==> config.mk <==
export PLATFORM = sky130hd
export DESIGN_NAME = ofb_ctrl
export DESIGN_NICKNAME = d
export VERILOG_FILES = /design/src/ofb_pkg.sv /design/src/ofb_fuse_array.sv /design/src/ofb_ctrl.sv
export VERILOG_INCLUDE_DIRS = /design/src /design/src/src
export SDC_FILE = /design/constraint.sdc
export NUM_CORES = 1
export LEC_CHECK = 0
export BUFFER_PORTS_ARGS = -buffer_cell sky130_fd_sc_hd__buf_2
export CORE_AREA = 5 5 140 276
export CTS_BUF_LIST = sky130_fd_sc_hd__clkbuf_4 sky130_fd_sc_hd__clkbuf_8 sky130_fd_sc_hd__clkbuf_16
export CTS_CLUSTER_SIZE = 28
export DETAILED_ROUTE_END_ITERATION = 8
export DIE_AREA = 0 0 145 281
export HOLD_SLACK_MARGIN = 0.12
export PLACE_DENSITY = 0.84
export SLEW_MARGIN = 40
export SYNTH_ARGS = -nofsm -noshare
export SYNTH_HDL_FRONTEND = slang
export SYNTH_HIERARCHICAL = 1
export SYNTH_SLANG_ARGS = --single-unit
==> constraint.sdc <==
create_clock -name hclk -period 7.3 [get_ports hclk]
set_input_delay 0.365 -clock hclk [delete_from_list [all_inputs] [get_ports hclk]]
set_output_delay 0.365 -clock hclk [all_outputs]
set_load 0.05 [all_outputs]
==> src/ofb_regs.svh <==
// register offsets, fuse map positions and timing figures of the fuse box controller
`ifndef OFB_REGS_SVH
`define OFB_REGS_SVH
`define OFB_OFF_CTRL 8'h00
`define OFB_OFF_MSEL 8'h04
`define OFB_OFF_DATA 8'h08
`define OFB_OFF_HIDE 8'h0C
`define OFB_OFF_STAT 8'h10
`define OFB_OFF_WORD0 8'h20
`define OFB_NWORDS 10
`define OFB_KEY_WORDS 9
`define OFB_B_WLOCK 312
`define OFB_B_BOOT 313
`define OFB_B_DBG 314
`define OFB_B_SBOOT 315
`define OFB_B_KEY 316
`define OFB_TRIM_LO 305
`define OFB_CTRL_GO 0
`define OFB_HIDE_BIT 0
`define OFB_ST_BUSY 0
`define OFB_ST_REFUSED 1
`define OFB_ST_SUPPLY 2
`define OFB_ST_HIDDEN 3
`define OFB_ST_TEST 4
`define OFB_BOOT_ROM 2'h0
`define OFB_PROG_NS 1000
`define OFB_CLK_MHZ 25
`endif

==> src/ofb_pkg.sv <==
// types shared by the fuse box controller and its fuse array
package ofb_pkg;
   typedef enum logic {OFB_IDLE, OFB_BURN} ofb_fsm_t;
   typedef logic [31:0] ofb_word_t;
   typedef struct packed {
      ofb_word_t [9:0] words;
   } ofb_array_t;
   typedef struct packed {
      logic sup_m;
      logic sup_r;
      logic tst_m;
      logic tst_r;
      logic [1:0] bms_m;
      logic [1:0] bms_r;
      logic wr_pend;
      logic [7:0] wr_addr;
      logic rd_pend;
      logic [7:0] rd_addr;
      logic hready;
      logic hresp;
      logic [31:0] hrdata;
      logic [3:0] sel;
      logic [31:0] data;
      logic hide;
      logic hide_used;
      logic refused;
      ofb_fsm_t fsm;
      logic [15:0] cnt;
      logic burn;
      logic boot_rom_only;
      logic dbg_off;
      logic sboot_off;
      logic key_lock;
      logic [6:0] trim;
      logic [1:0] boot_sel;
   } ofb_state_t;
endpackage : ofb_pkg

==> src/ofb_fuse_array.sv <==
// one-time-programmable fuse storage, ten words of flip-flops that only gain ones
`timescale 1ns/1ps
`include "ofb_regs.svh"
module ofb_fuse_array #(
   parameter int NWORDS = `OFB_NWORDS
) (
   // clock and reset
   input wire logic hclk,
   input wire logic hresetn,
   // burn request
   input wire logic burn,
   input wire logic [3:0] burn_word,
   input wire logic [31:0] burn_data,
   // raw fuse state
   output logic [NWORDS*32-1:0] fuse_bits
);
   ofb_pkg::ofb_array_t st_q;
   ofb_pkg::ofb_array_t st_d;

   // a burn can only add ones; zeros in the data leave a word as it was
   always_comb
   begin
      st_d = st_q;
      for (int i = 0; i < NWORDS; i++)
      begin
         if (burn && burn_word == 4'(i))
         begin
            st_d.words[i] = st_q.words[i] | burn_data; // see RL14
         end
      end
   end

   // blank array after reset stands in for the real nonvolatile cells
   always_ff @(posedge hclk or negedge hresetn)
   begin
      if (!hresetn)
      begin
         st_q <= '0;
      end
      else
      begin
         st_q <= st_d;
      end
   end

   // flat view, bit 32*i+j is bit j of word i
   genvar g;
   generate
      for (g = 0; g < NWORDS; g++)
      begin : g_word
         assign fuse_bits[g*32 +: 32] = st_q.words[g]; // see RL1
      end
   endgenerate
endmodule : ofb_fuse_array

==> src/ofb_ctrl.sv <==
// fuse box controller: AHB-Lite register slave, burn sequencer and fuse-driven controls
// What this block does
// RL1: holds 320 one-time bits; a programmed bit reads back as one.
// RL2: ten status words, zero to nine, show the fuse bit groups.
// RL3: a write-once hide mask blanks status words one to nine.
// RL4: with the fuse supply unpowered every fuse bit reads as one.
// RL5: one 32-bit data register feeds each burn of one word.
// RL6: a word-pick field selects which of words zero to nine is burned.
// RL7: bits 319-312 configuration, 311-305 oscillator trim, 304-288 reserved.
// RL8: bits 287-0 are keys; once bit 316 is set they are locked.
// RL9: once bit 312 is set every further burn is refused.
// RL10: in test mode with bit 312 set all fuse access is blocked.
// RL11: once bit 313 is set, boot pins are ignored and boot is from ROM.
// RL12: bit 314 set disables debug scan port and tap controller.
// RL13: bit 315 set disables the secure boot loader.
// RL14: a burn only turns zeros into ones; zero data bits change nothing.
// RL15: hidden words read zero until reset; later mask writes are ignored.
//
// The implementer's own choices: the register offsets and the AHB-Lite slave port.
`timescale 1ns/1ps
`include "ofb_regs.svh"
module ofb_ctrl #(
   parameter int PROG_NS = `OFB_PROG_NS,
   parameter int CLK_MHZ = `OFB_CLK_MHZ
) (
   // clock and reset
   input wire logic hclk,
   input wire logic hresetn,
   // AHB-Lite slave
   input wire logic hsel,
   input wire logic [31:0] haddr,
   input wire logic [1:0] htrans,
   input wire logic hwrite,
   input wire logic [2:0] hsize,
   input wire logic [31:0] hwdata,
   input wire logic hready,
   output logic hreadyout,
   output logic hresp,
   output logic [31:0] hrdata,
   // pins from outside the clock domain
   input wire logic fuse_supply,
   input wire logic test_mode,
   input wire logic [1:0] boot_choice_pins,
   // device-wide controls
   output logic boot_rom_only,
   output logic [1:0] boot_choice,
   output logic debug_port_off,
   output logic secure_boot_off,
   output logic key_lock,
   output logic [6:0] oscillator_trim
);
   // least burn time rounds up to whole cycles
   localparam int PROG_CYC_I = (PROG_NS * CLK_MHZ + 999) / 1000;
   localparam logic [15:0] PROG_CYC = 16'(PROG_CYC_I < 1 ? 1 : PROG_CYC_I);
   localparam int NBITS = `OFB_NWORDS * 32;

   ofb_pkg::ofb_state_t st_q;
   ofb_pkg::ofb_state_t st_d;
   logic [NBITS-1:0] fuse_raw;
   logic [NBITS-1:0] fuse_eff;
   logic wlock;
   logic blocked;
   logic busy;
   logic addr_take;
   logic go;
   logic go_ok;
   logic [7:0] widx;
   logic [3:0] ridx;
   logic [31:0] rword;

   // fuse storage
   ofb_fuse_array #(
      .NWORDS(`OFB_NWORDS)
   ) u_array (
      .hclk(hclk),
      .hresetn(hresetn),
      .burn(st_q.burn),
      .burn_word(st_q.sel),
      .burn_data(st_q.data),
      .fuse_bits(fuse_raw)
   );

   // a floating supply must fail safe: every security control active
   assign fuse_eff = st_q.sup_r ? fuse_raw : {NBITS{1'b1}}; // see RL4
   assign wlock = fuse_eff[`OFB_B_WLOCK];
   assign blocked = st_q.tst_r && wlock; // see RL10
   assign busy = (st_q.fsm == ofb_pkg::OFB_BURN) || st_q.burn;
   assign addr_take = hsel && htrans[1] && hready;
   assign go = st_q.wr_pend && st_q.wr_addr == `OFB_OFF_CTRL && hwdata[`OFB_CTRL_GO];
   // burn permission: lock, key lock, word range, busy
   assign go_ok = go && !busy && !wlock // see RL9
      && st_q.sel < 4'(`OFB_NWORDS) // see RL6
      && !(st_q.sel < 4'(`OFB_KEY_WORDS) && fuse_eff[`OFB_B_KEY]); // see RL8
   assign widx = 8'((st_q.rd_addr - `OFB_OFF_WORD0) >> 2);
   assign ridx = widx[3:0];

   // status word view for reads
   always_comb
   begin
      rword = fuse_eff[ridx*32 +: 32]; // see RL2
      if (blocked)
      begin
         rword = '0; // see RL10
      end
      else if (st_q.hide && ridx != 4'h0)
      begin
         rword = '0; // see RL3
      end
   end

   // next state
   always_comb
   begin
      st_d = st_q;
      // two flip-flops on every pin before use
      st_d.sup_m = fuse_supply;
      st_d.sup_r = st_q.sup_m;
      st_d.tst_m = test_mode;
      st_d.tst_r = st_q.tst_m;
      st_d.bms_m = boot_choice_pins;
      st_d.bms_r = st_q.bms_m;
      st_d.hresp = 1'b0;
      st_d.wr_pend = 1'b0;
      st_d.burn = 1'b0;
      // address phase; reads take one wait state so a write just before is seen
      if (st_q.rd_pend)
      begin
         st_d.rd_pend = 1'b0;
         st_d.hready = 1'b1;
         st_d.hrdata = '0;
         unique case (st_q.rd_addr)
            `OFB_OFF_MSEL: st_d.hrdata = {28'h0000000, st_q.sel};
            `OFB_OFF_DATA: st_d.hrdata = st_q.data;
            `OFB_OFF_HIDE: st_d.hrdata = {31'h00000000, st_q.hide};
            `OFB_OFF_STAT:
            begin
               st_d.hrdata[`OFB_ST_BUSY] = busy;
               st_d.hrdata[`OFB_ST_REFUSED] = st_q.refused;
               st_d.hrdata[`OFB_ST_SUPPLY] = st_q.sup_r;
               st_d.hrdata[`OFB_ST_HIDDEN] = st_q.hide;
               st_d.hrdata[`OFB_ST_TEST] = st_q.tst_r;
            end
            default:
            begin
               if (st_q.rd_addr >= `OFB_OFF_WORD0 && widx < 8'(`OFB_NWORDS)
                  && st_q.rd_addr[1:0] == 2'h0)
               begin
                  st_d.hrdata = rword;
               end
            end
         endcase
      end
      else if (addr_take)
      begin
         st_d.wr_pend = hwrite;
         st_d.wr_addr = haddr[7:0];
         st_d.rd_pend = !hwrite;
         st_d.rd_addr = haddr[7:0];
         st_d.hready = hwrite;
      end
      // data phase of a write
      if (st_q.wr_pend)
      begin
         unique case (st_q.wr_addr)
            `OFB_OFF_MSEL:
            begin
               if (!busy)
               begin
                  st_d.sel = hwdata[3:0]; // see RL6
               end
            end
            `OFB_OFF_DATA:
            begin
               if (!busy)
               begin
                  st_d.data = hwdata; // see RL5
               end
            end
            `OFB_OFF_HIDE:
            begin
               if (!st_q.hide_used)
               begin
                  st_d.hide = hwdata[`OFB_HIDE_BIT]; // see RL15
                  st_d.hide_used = 1'b1;
               end
            end
            `OFB_OFF_STAT:
            begin
               if (hwdata[`OFB_ST_REFUSED])
               begin
                  st_d.refused = 1'b0;
               end
            end
            default:
            begin
            end
         endcase
      end
      // refusal set wins over a clear in the same cycle
      if (go && !go_ok)
      begin
         st_d.refused = 1'b1;
      end
      // burn sequencer
      unique case (st_q.fsm)
         ofb_pkg::OFB_IDLE:
         begin
            if (go_ok)
            begin
               st_d.fsm = ofb_pkg::OFB_BURN;
               st_d.cnt = PROG_CYC - 16'h0001;
            end
         end
         ofb_pkg::OFB_BURN:
         begin
            if (st_q.cnt == 16'h0000)
            begin
               st_d.burn = 1'b1; // see RL5
               st_d.fsm = ofb_pkg::OFB_IDLE;
            end
            else
            begin
               st_d.cnt = st_q.cnt - 16'h0001;
            end
         end
      endcase
      // device controls follow the effective fuses
      st_d.boot_rom_only = fuse_eff[`OFB_B_BOOT]; // see RL11
      st_d.boot_sel = fuse_eff[`OFB_B_BOOT] ? `OFB_BOOT_ROM : st_q.bms_r; // see RL11
      st_d.dbg_off = fuse_eff[`OFB_B_DBG]; // see RL12
      st_d.sboot_off = fuse_eff[`OFB_B_SBOOT]; // see RL13
      st_d.key_lock = fuse_eff[`OFB_B_KEY]; // see RL8
      st_d.trim = fuse_eff[`OFB_TRIM_LO +: 7]; // see RL7
   end

   // state register; controls reset to their safe, active side
   always_ff @(posedge hclk or negedge hresetn)
   begin
      if (!hresetn)
      begin
         st_q <= '0;
         st_q.hready <= 1'b1;
         st_q.fsm <= ofb_pkg::OFB_IDLE;
         st_q.boot_rom_only <= 1'b1;
         st_q.dbg_off <= 1'b1;
         st_q.sboot_off <= 1'b1;
         st_q.key_lock <= 1'b1;
      end
      else
      begin
         st_q <= st_d;
      end
   end

   // outputs, all from flip-flops
   assign hreadyout = st_q.hready;
   assign hresp = st_q.hresp;
   assign hrdata = st_q.hrdata;
   assign boot_rom_only = st_q.boot_rom_only;
   assign boot_choice = st_q.boot_sel;
   assign debug_port_off = st_q.dbg_off;
   assign secure_boot_off = st_q.sboot_off;
   assign key_lock = st_q.key_lock;
   assign oscillator_trim = st_q.trim;

   // checks
   unpowered_ones_a: assert property ( // see RL4
      @(posedge hclk) disable iff (!hresetn)
      !st_q.sup_r |=> key_lock && debug_port_off && boot_rom_only && secure_boot_off)
      else $error("unpowered fuses did not force controls");

   wlock_refuse_a: assert property ( // see RL9
      @(posedge hclk) disable iff (!hresetn)
      go && wlock |=> st_q.fsm == ofb_pkg::OFB_IDLE ##1 !st_q.burn)
      else $error("burn started with write lock set");

   key_refuse_a: assert property ( // see RL8
      @(posedge hclk) disable iff (!hresetn)
      go && fuse_eff[`OFB_B_KEY] && st_q.sel < 4'(`OFB_KEY_WORDS) |=> st_q.refused)
      else $error("key word burn not refused");

   burn_or_a: assert property ( // see RL14
      @(posedge hclk) disable iff (!hresetn)
      st_q.burn |=> fuse_raw[$past(st_q.sel)*32 +: 32]
         == ($past(fuse_raw[st_q.sel*32 +: 32]) | $past(st_q.data)))
      else $error("burn did not or data into word");

   hide_once_a: assert property ( // see RL15
      @(posedge hclk) disable iff (!hresetn)
      st_q.hide_used |=> st_q.hide_used && $stable(st_q.hide))
      else $error("hide mask changed after first write");

   hidden_zero_a: assert property ( // see RL3
      @(posedge hclk) disable iff (!hresetn)
      st_q.rd_pend && st_q.hide && st_q.rd_addr > `OFB_OFF_WORD0 |=> hrdata == 32'h00000000)
      else $error("hidden word read nonzero");

   test_block_a: assert property ( // see RL10
      @(posedge hclk) disable iff (!hresetn)
      st_q.rd_pend && blocked && st_q.rd_addr >= `OFB_OFF_WORD0 |=> hrdata == 32'h00000000)
      else $error("fuse word readable in locked test mode");

   rom_boot_a: assert property ( // see RL11
      @(posedge hclk) disable iff (!hresetn)
      fuse_eff[`OFB_B_BOOT] |=> boot_choice == `OFB_BOOT_ROM && boot_rom_only)
      else $error("boot pins not ignored");

   burn_span_a: assert property ( // see RL5
      @(posedge hclk) disable iff (!hresetn)
      go_ok |=> !st_q.burn ##[1:1000] st_q.burn)
      else $error("burn did not follow start in time");

   read_wait_a: assert property ( // see RL2
      @(posedge hclk) disable iff (!hresetn)
      addr_take && !hwrite && !st_q.rd_pend |=> !hreadyout ##1 hreadyout)
      else $error("read did not take one wait state");

   lock_refused_a: assert property ( // see RL9
      @(posedge hclk) disable iff (!hresetn)
      go && wlock |=> st_q.refused)
      else $error("burn request not refused under write lock");

   sel_range_a: assert property ( // see RL6
      @(posedge hclk) disable iff (!hresetn)
      go && st_q.sel >= 4'(`OFB_NWORDS) |=> st_q.refused)
      else $error("burn of a word past nine not refused");

   fuse_keep_a: assert property ( // see RL1
      @(posedge hclk) disable iff (!hresetn)
      ($past(fuse_raw) & ~fuse_raw) == {NBITS{1'b0}})
      else $error("programmed fuse bit went back to zero");

   trim_follow_a: assert property ( // see RL7
      @(posedge hclk) disable iff (!hresetn)
      1'b1 |=> oscillator_trim == $past(fuse_eff[`OFB_TRIM_LO +: 7]))
      else $error("oscillator trim does not follow its fuses");

   debug_off_a: assert property ( // see RL12
      @(posedge hclk) disable iff (!hresetn)
      fuse_eff[`OFB_B_DBG] |=> debug_port_off)
      else $error("debug port left on with its fuse set");

   sboot_off_a: assert property ( // see RL13
      @(posedge hclk) disable iff (!hresetn)
      fuse_eff[`OFB_B_SBOOT] |=> secure_boot_off)
      else $error("secure boot loader left on with its fuse set");
endmodule : ofb_ctrl

=== Yosys cells after proc, flatten, opt, wreduce, memory -nomap -nowiden ===
Cells that the tools add are included.

* Output and inout bits: 47
* Flip-flop bits (word level): 441
* Logic and storage cells: 139
* Input bits: 78

* Add/sub/neg operators: 2
* Bitwise gates (word level): 14
* Shift operators: 1
* Order comparisons: 4
* Reduce and logical (&&, ||, !) cells: 47
* Equal/unequal tests: 15
* Mux-type cells: 21

{| class="wikitable"
|+ Operator list
! operator !! number
|-
| 320-bit 2-to-1 mux || 1
|-
| 32-bit OR || 10
|-
| 320-bit by 10-bit indexed part select with 32-bit output || 1
|-
| 32-bit 2-to-1 mux || 3
|-
| 27-bit case mux with 2 select lines || 1
|-
| 17-bit case mux with 2 select lines || 1
|-
| 1-bit logical AND || 24
|-
| 5-bit case mux with 4 select lines || 1
|-
| 19-bit 2-to-1 mux || 1
|-
| 17-bit 2-to-1 mux || 1
|-
| 4-bit by 3-bit equality test with 1-bit output (second input constant) || 4
|-
| 8-bit by 4-bit equality test with 1-bit output (second input constant) || 2
|-
| 16-bit zero test || 1
|-
| 16-bit 2-to-1 mux || 1
|-
| 16-bit by 1-bit subtractor with 16-bit output (second input constant) || 1
|-
| 3-bit AND reduction || 4
|-
| 1-bit 2-to-1 mux || 9
|-
| 9-bit 2-to-1 mux || 1
|-
| 4-bit by 2-bit equality test with 1-bit output (second input constant) || 2
|-
| 4-bit equality test (second input constant) || 2
|-
| 8-bit by 3-bit equality test with 1-bit output (second input constant) || 1
|-
| 8-bit by 5-bit equality test with 1-bit output (second input constant) || 1
|-
| 8-bit by 6-bit >= comparator with 1-bit output (second input constant) || 1
|-
| 8-bit zero test || 1
|-
| 15 further kinds || 29
|}

=== Longest topological paths before layout ===
* Depth after elaboration: 11
* Depth in mapped cells: 10
* Depth with buffers taken out: 7

=== Modules after synthesis ===
The synthesis kept the hierarchy.

{| class="wikitable"
|+ Modules (own cells, without submodules)
! module !! area an instance (µm²) !! cells an instance !! times used !! sequential area each (µm²)
|-
| ofb_fuse_array || 11,347.1 || 749 || 1 || 8,007.7
|-
| ofb_ctrl || 8,401.8 || 854 || 1 || 3,034.2
|}

=== Worst setup path before layout ===
No wires, ideal clock.

* Kind: register -> register
* Start: reg, netlist name st_q[109]
* End: reg st_q[35] in the netlist's numbering
* Clock period less this slack: 2,292 ps
* Setup time: 125 ps
* Buffers on the path: 2
* Slack: 5,008 ps
* Required time: 7,175 ps
* Arrival time: 2,166 ps
* Cell stages (with the launch flop): 8
* Cells stage by stage: dfrtp_1 -> buf_2 -> or3_4 -> nor3_4 -> nor3b_4 -> nand3_4 -> buf_6 -> mux2_4

{| class="wikitable"
|+ RTL lines
! element !! line !! text
|-
| end signal: assignment || ofb_ctrl.sv:251 || <nowiki>st_q <= st_d;</nowiki>
|-
| end: declaration || ofb_ctrl.sv:57 || <nowiki>ofb_pkg::ofb_state_t st_q;</nowiki>
|}

=== Worst setup path after layout ===
* Start: reg st_q[107] in the netlist's numbering
* End: reg st_q, in the netlist hrdata[4]

* Word-level cells in the longest chain between the ends: 7
* Elaborated cells between the ends (all ways): 16
* Those cells by class: add/sub: 1; order compare: 2; eq/ne: 4; shift: 1; mux: 4; reduce/logical: 4

{| class="wikitable"
|+ Ends and longest elaborated chain
! element !! line !! text
|-
| parallel branches: the longest is 6 deep, another holds 8-bit by 6-bit subtractor with 8-bit output || n/a ||
|-
| 5-bit case mux with 4 select lines (*) || ofb_ctrl.sv:131 || <nowiki>unique case (st_q.rd_addr)</nowiki>
|}

Mark *: on every way between the ends.
A chain may end at the register's enable or synchronous reset.

==> results.toml <==
[clock_tree]
cts.repair.resized = 0
cts_made_buffers = 39
cts_tree = "done"
clkTransAtPathRegs_ns = 0.07
root_buffer = "clkbuf_16"
clk_latency_ns = 0.55
cts_sinks = 441
htreeDepth = 2
clockBufferDepth = 3

[sta]
max_slew_margin_pct = 40.9
fin_tns_setup_ns = 0
rsz0062_at_grt = "no"
period_share_pct = 47.1
max_clock_freq_mhz = 291
setup_viol = 0
finalMaxSlewViolations = 0
final_hold_viol_count = 0
skew_ns = 0.0250
min_period_ns = 3.44
tightestPinTransition_ns = 0.883

[logic_synthesis]
yosysSeqAreaShare_pct = 55.9
synth_nets = 1684
netlist_area_mm2 = 0.0197
synth_seq_cells = 441
synthFlopType = "dfrtp_1"
ys_types = 65
synthCells = 1603
yosysWarnings = 6
async_reset_ff_share_pct = 100
avgSynthCellArea_um2 = 12.3
synth_edf_count = 0

[placement]
port_buffers = 95
dp_hpwl_mm = 28.9
gp_congestion = 0.808
dpl_cell_area_mm2 = 0.0201

[detailed_routing]
drt_iter0_markers = 1093
drtAntennaViolNets = 0
route.vias.total = 13900
via_per_inst = 6.66
wl_per_cell_um = 23.6
drc_errors = 0
drt-total-wl_mm = 49.3
firstDrtPassIters = 6

[setup_path]
r2r.worst_path.cells = 6
end_kind = "flop"
reg2reg_to = "hrdata[4]$_DFFE_PN0P_"
crit_type = "reg -> reg"
critical_path.cell_chain = "or2_1 -> buf_4 -> o31a_1 -> or4_4 -> or4_1 -> a31oi_1"
r2r_slack_ns = 3.86
start_kind = "flop"
critical_path.top_delay_family = "simple AND/OR/NAND/NOR gates"
crit_start = "st_q[107]$_DFFE_PN0P_"
worstPathArrival_ns = 3.91
slowest_delay_ns = 0.77
crit-reg2reg-launch = "st_q[107]$_DFFE_PN0P_"
cp_slowest_cell = "or4_4"
critPathRequiredTime_ns = 7.77
crit_fanout = 32
crit_buf_inv = 1

[global_route]
grt_max_degree = 175
grt_pass1_vias = 14800
antenna_found_initial = 1
grt_pass1_wl_mm = 79.3
grt_overflow = 0
grt_use_total_pct = 23.9

[hold_path]
whs_endpoint = "st_q[34]$_DFFE_PN0P_"
hold_start = "hwdata[0]"
hold_path_class = "in -> reg"
hold_depth = 2

[pwr]
ir_drop_mv = 0.288
pwr_density_cell_mw_per_mm2 = 251
p_leak_nw = 10.3
switchingPower_w = 0.00153
p_int_w = 0.00398
combPwrFrac_pct = 14.3
seq_power_share_pct = 47.6
swShare_pct = 27.8
power_frac_clock_pct = 38.1

[layout]
final_nets = 1684
final_area_mm2 = 0.0219
layout_common_cells = "dfrtp_1 (431), a31o_2 (193), mux2i_1 (151), a31o_1 (127), buf_2 (94)"
synthToLayoutAreaGrowth_pct = 11.0
drive_gt1_share_pct = 28.1
final_common_cell = "dfrtp_1"

[die]
die_area_mm2 = 0.0407
rows = 99
die_w_um = 145
initial_core_util_pct = 54.4
io_pins = 125
coreArea_mm2 = 0.0363
die_y_um = 281

[run_status]
outcome = "finished, final reports clean"

[flow_run]
maxCapViolCount = 0
flip-flops by register name (all words and copies together) (netlist names):
signal             flops
st_q                  71
boot_rom_only          1
key_lock               1
oscillator_trim        7
st_d                   4
u_array/fuse_bits    320
hrdata                32
boot_choice            2
debug_port_off         1
hreadyout              1
secure_boot_off        1
cell families (layout without fill, tap and decap cells):
family	count (synthesis)	in the layout	share of synthesized area, %
fa+ha+maj	3	3	0.190
mux	200	200	11.2
other cells	1	2	0.0190
simple gates	203	203	5.44
flops	441	441	55.9
compound gates	520	520	21.0
xor+xnor	7	7	0.310
buf+inv	228	255	5.87
power by group through the flow:
stage | clock network, W | registers (W) | logic (W)
floorplan | 0 | 0.00259 | 0.000626
global placement | 0 | 0.00266 | 0.000747
detailed placement | 0 | 0.00267 | 0.000758
CTS | 0.00212 | 0.00262 | 0.000780
global route | 0.00222 | 0.00263 | 0.000833
finish | 0.00210 | 0.00263 | 0.000786
metal layers:
metal | vias up | track usage [%] | part of all wire, % | routed length, µm
met3 | 154 | 4.07 | 6.4 | 3170
li1 | 5963 | - | - | -
met1 | 7158 | 28.0 | 37 | 18000
met4 | 0 | 12.2 | 4.3 | 2110
met2 | 603 | 42.0 | 53 | 26000
met5 | - | 0 | 0 | 0
area by class of cell:
class | count | area (µm²)
repair buffers | 173 | 1360
flip-flops and latches | 441 | 11100
clock buffers | 56 | 1150
inverters | 14 | 52.6
multi-input cells | 934 | 7580
fillers | 2707 | 14400
diodes | 1 | 2.50
well taps | 454 | 568
clock inverters | 12 | 148
metrics by stage:
step	power [W]	utilization [%]	setup slack [ns]	cells	hold slack (ns)
finish	0.00551	60.4	3.86	2085	0.178
global route	0.00569	60.4	3.78	2085	0.166
CTS	0.00552	60.2	3.84	2082	0.142
detailed placement	0.00342	55.3	3.86	1967	0.336
global placement	0.00341	54.9	3.87	1960	0.336
floorplan	0.00322	-	5.01	1603	0.0694
synth_stat cells, types with 9 or more instances:
cell type / number / area share, %
o22ai_1: 13 / 0.41
nand2b_1: 16 / 0.51
inv_1: 14 / 0.27
nor2_1: 72 / 1.4
mux2_2: 13 / 0.74
a31o_2: 193 / 8.6
mux2i_1: 151 / 7.7
mux2_4: 30 / 2.3
buf_1: 42 / 0.80
o221ai_1: 12 / 0.53
clkbuf_1: 41 / 0.78
a31oi_1: 27 / 0.86
o21ai_0: 23 / 0.58
or3_1: 13 / 0.41
a22oi_1: 36 / 1.4
buf_4: 46 / 1.7
a31o_1: 127 / 5.6
dfrtp_1: 436 / 55
a21oi_1: 36 / 0.91
a2bb2oi_1: 14 / 0.62
nor2b_1: 13 / 0.41
nor3_1: 18 / 0.46
nand2_1: 24 / 0.46
nand3_1: 9 / 0.23
buf_2: 81 / 2.1
worst register-to-register path: stages, from the launching register on:
cell and delay [ns]:
dfrtp_4 0.68, or2_1 0.56, buf_4 0.33, o31a_1 0.26, or4_4 0.77, or4_1 0.61, a31oi_1 0.16
how the worst max path moves through the flow:
| stage | endpoint | cells past startpoint |
|---|---|---|
| after floorplan | st_q[35]$_DFFE_PN0P_ | 7 |
| after global placement | hrdata[4]$_DFFE_PN0P_ | 6 |
| after detailed placement | hrdata[4]$_DFFE_PN0P_ | 6 |
| after CTS | hrdata[4]$_DFFE_PN0P_ | 6 |
| after global routing | hrdata[4]$_DFFE_PN0P_ | 6 |
| final | hrdata[4]$_DFFE_PN0P_ | 6 |
what timing repair did:
item	in CTS	in global routing
setup buffers	0	0
hold buffers	47	0
hold endpoints to repair	168	0
Note: power is estimated with default switching activity, not from simulation.
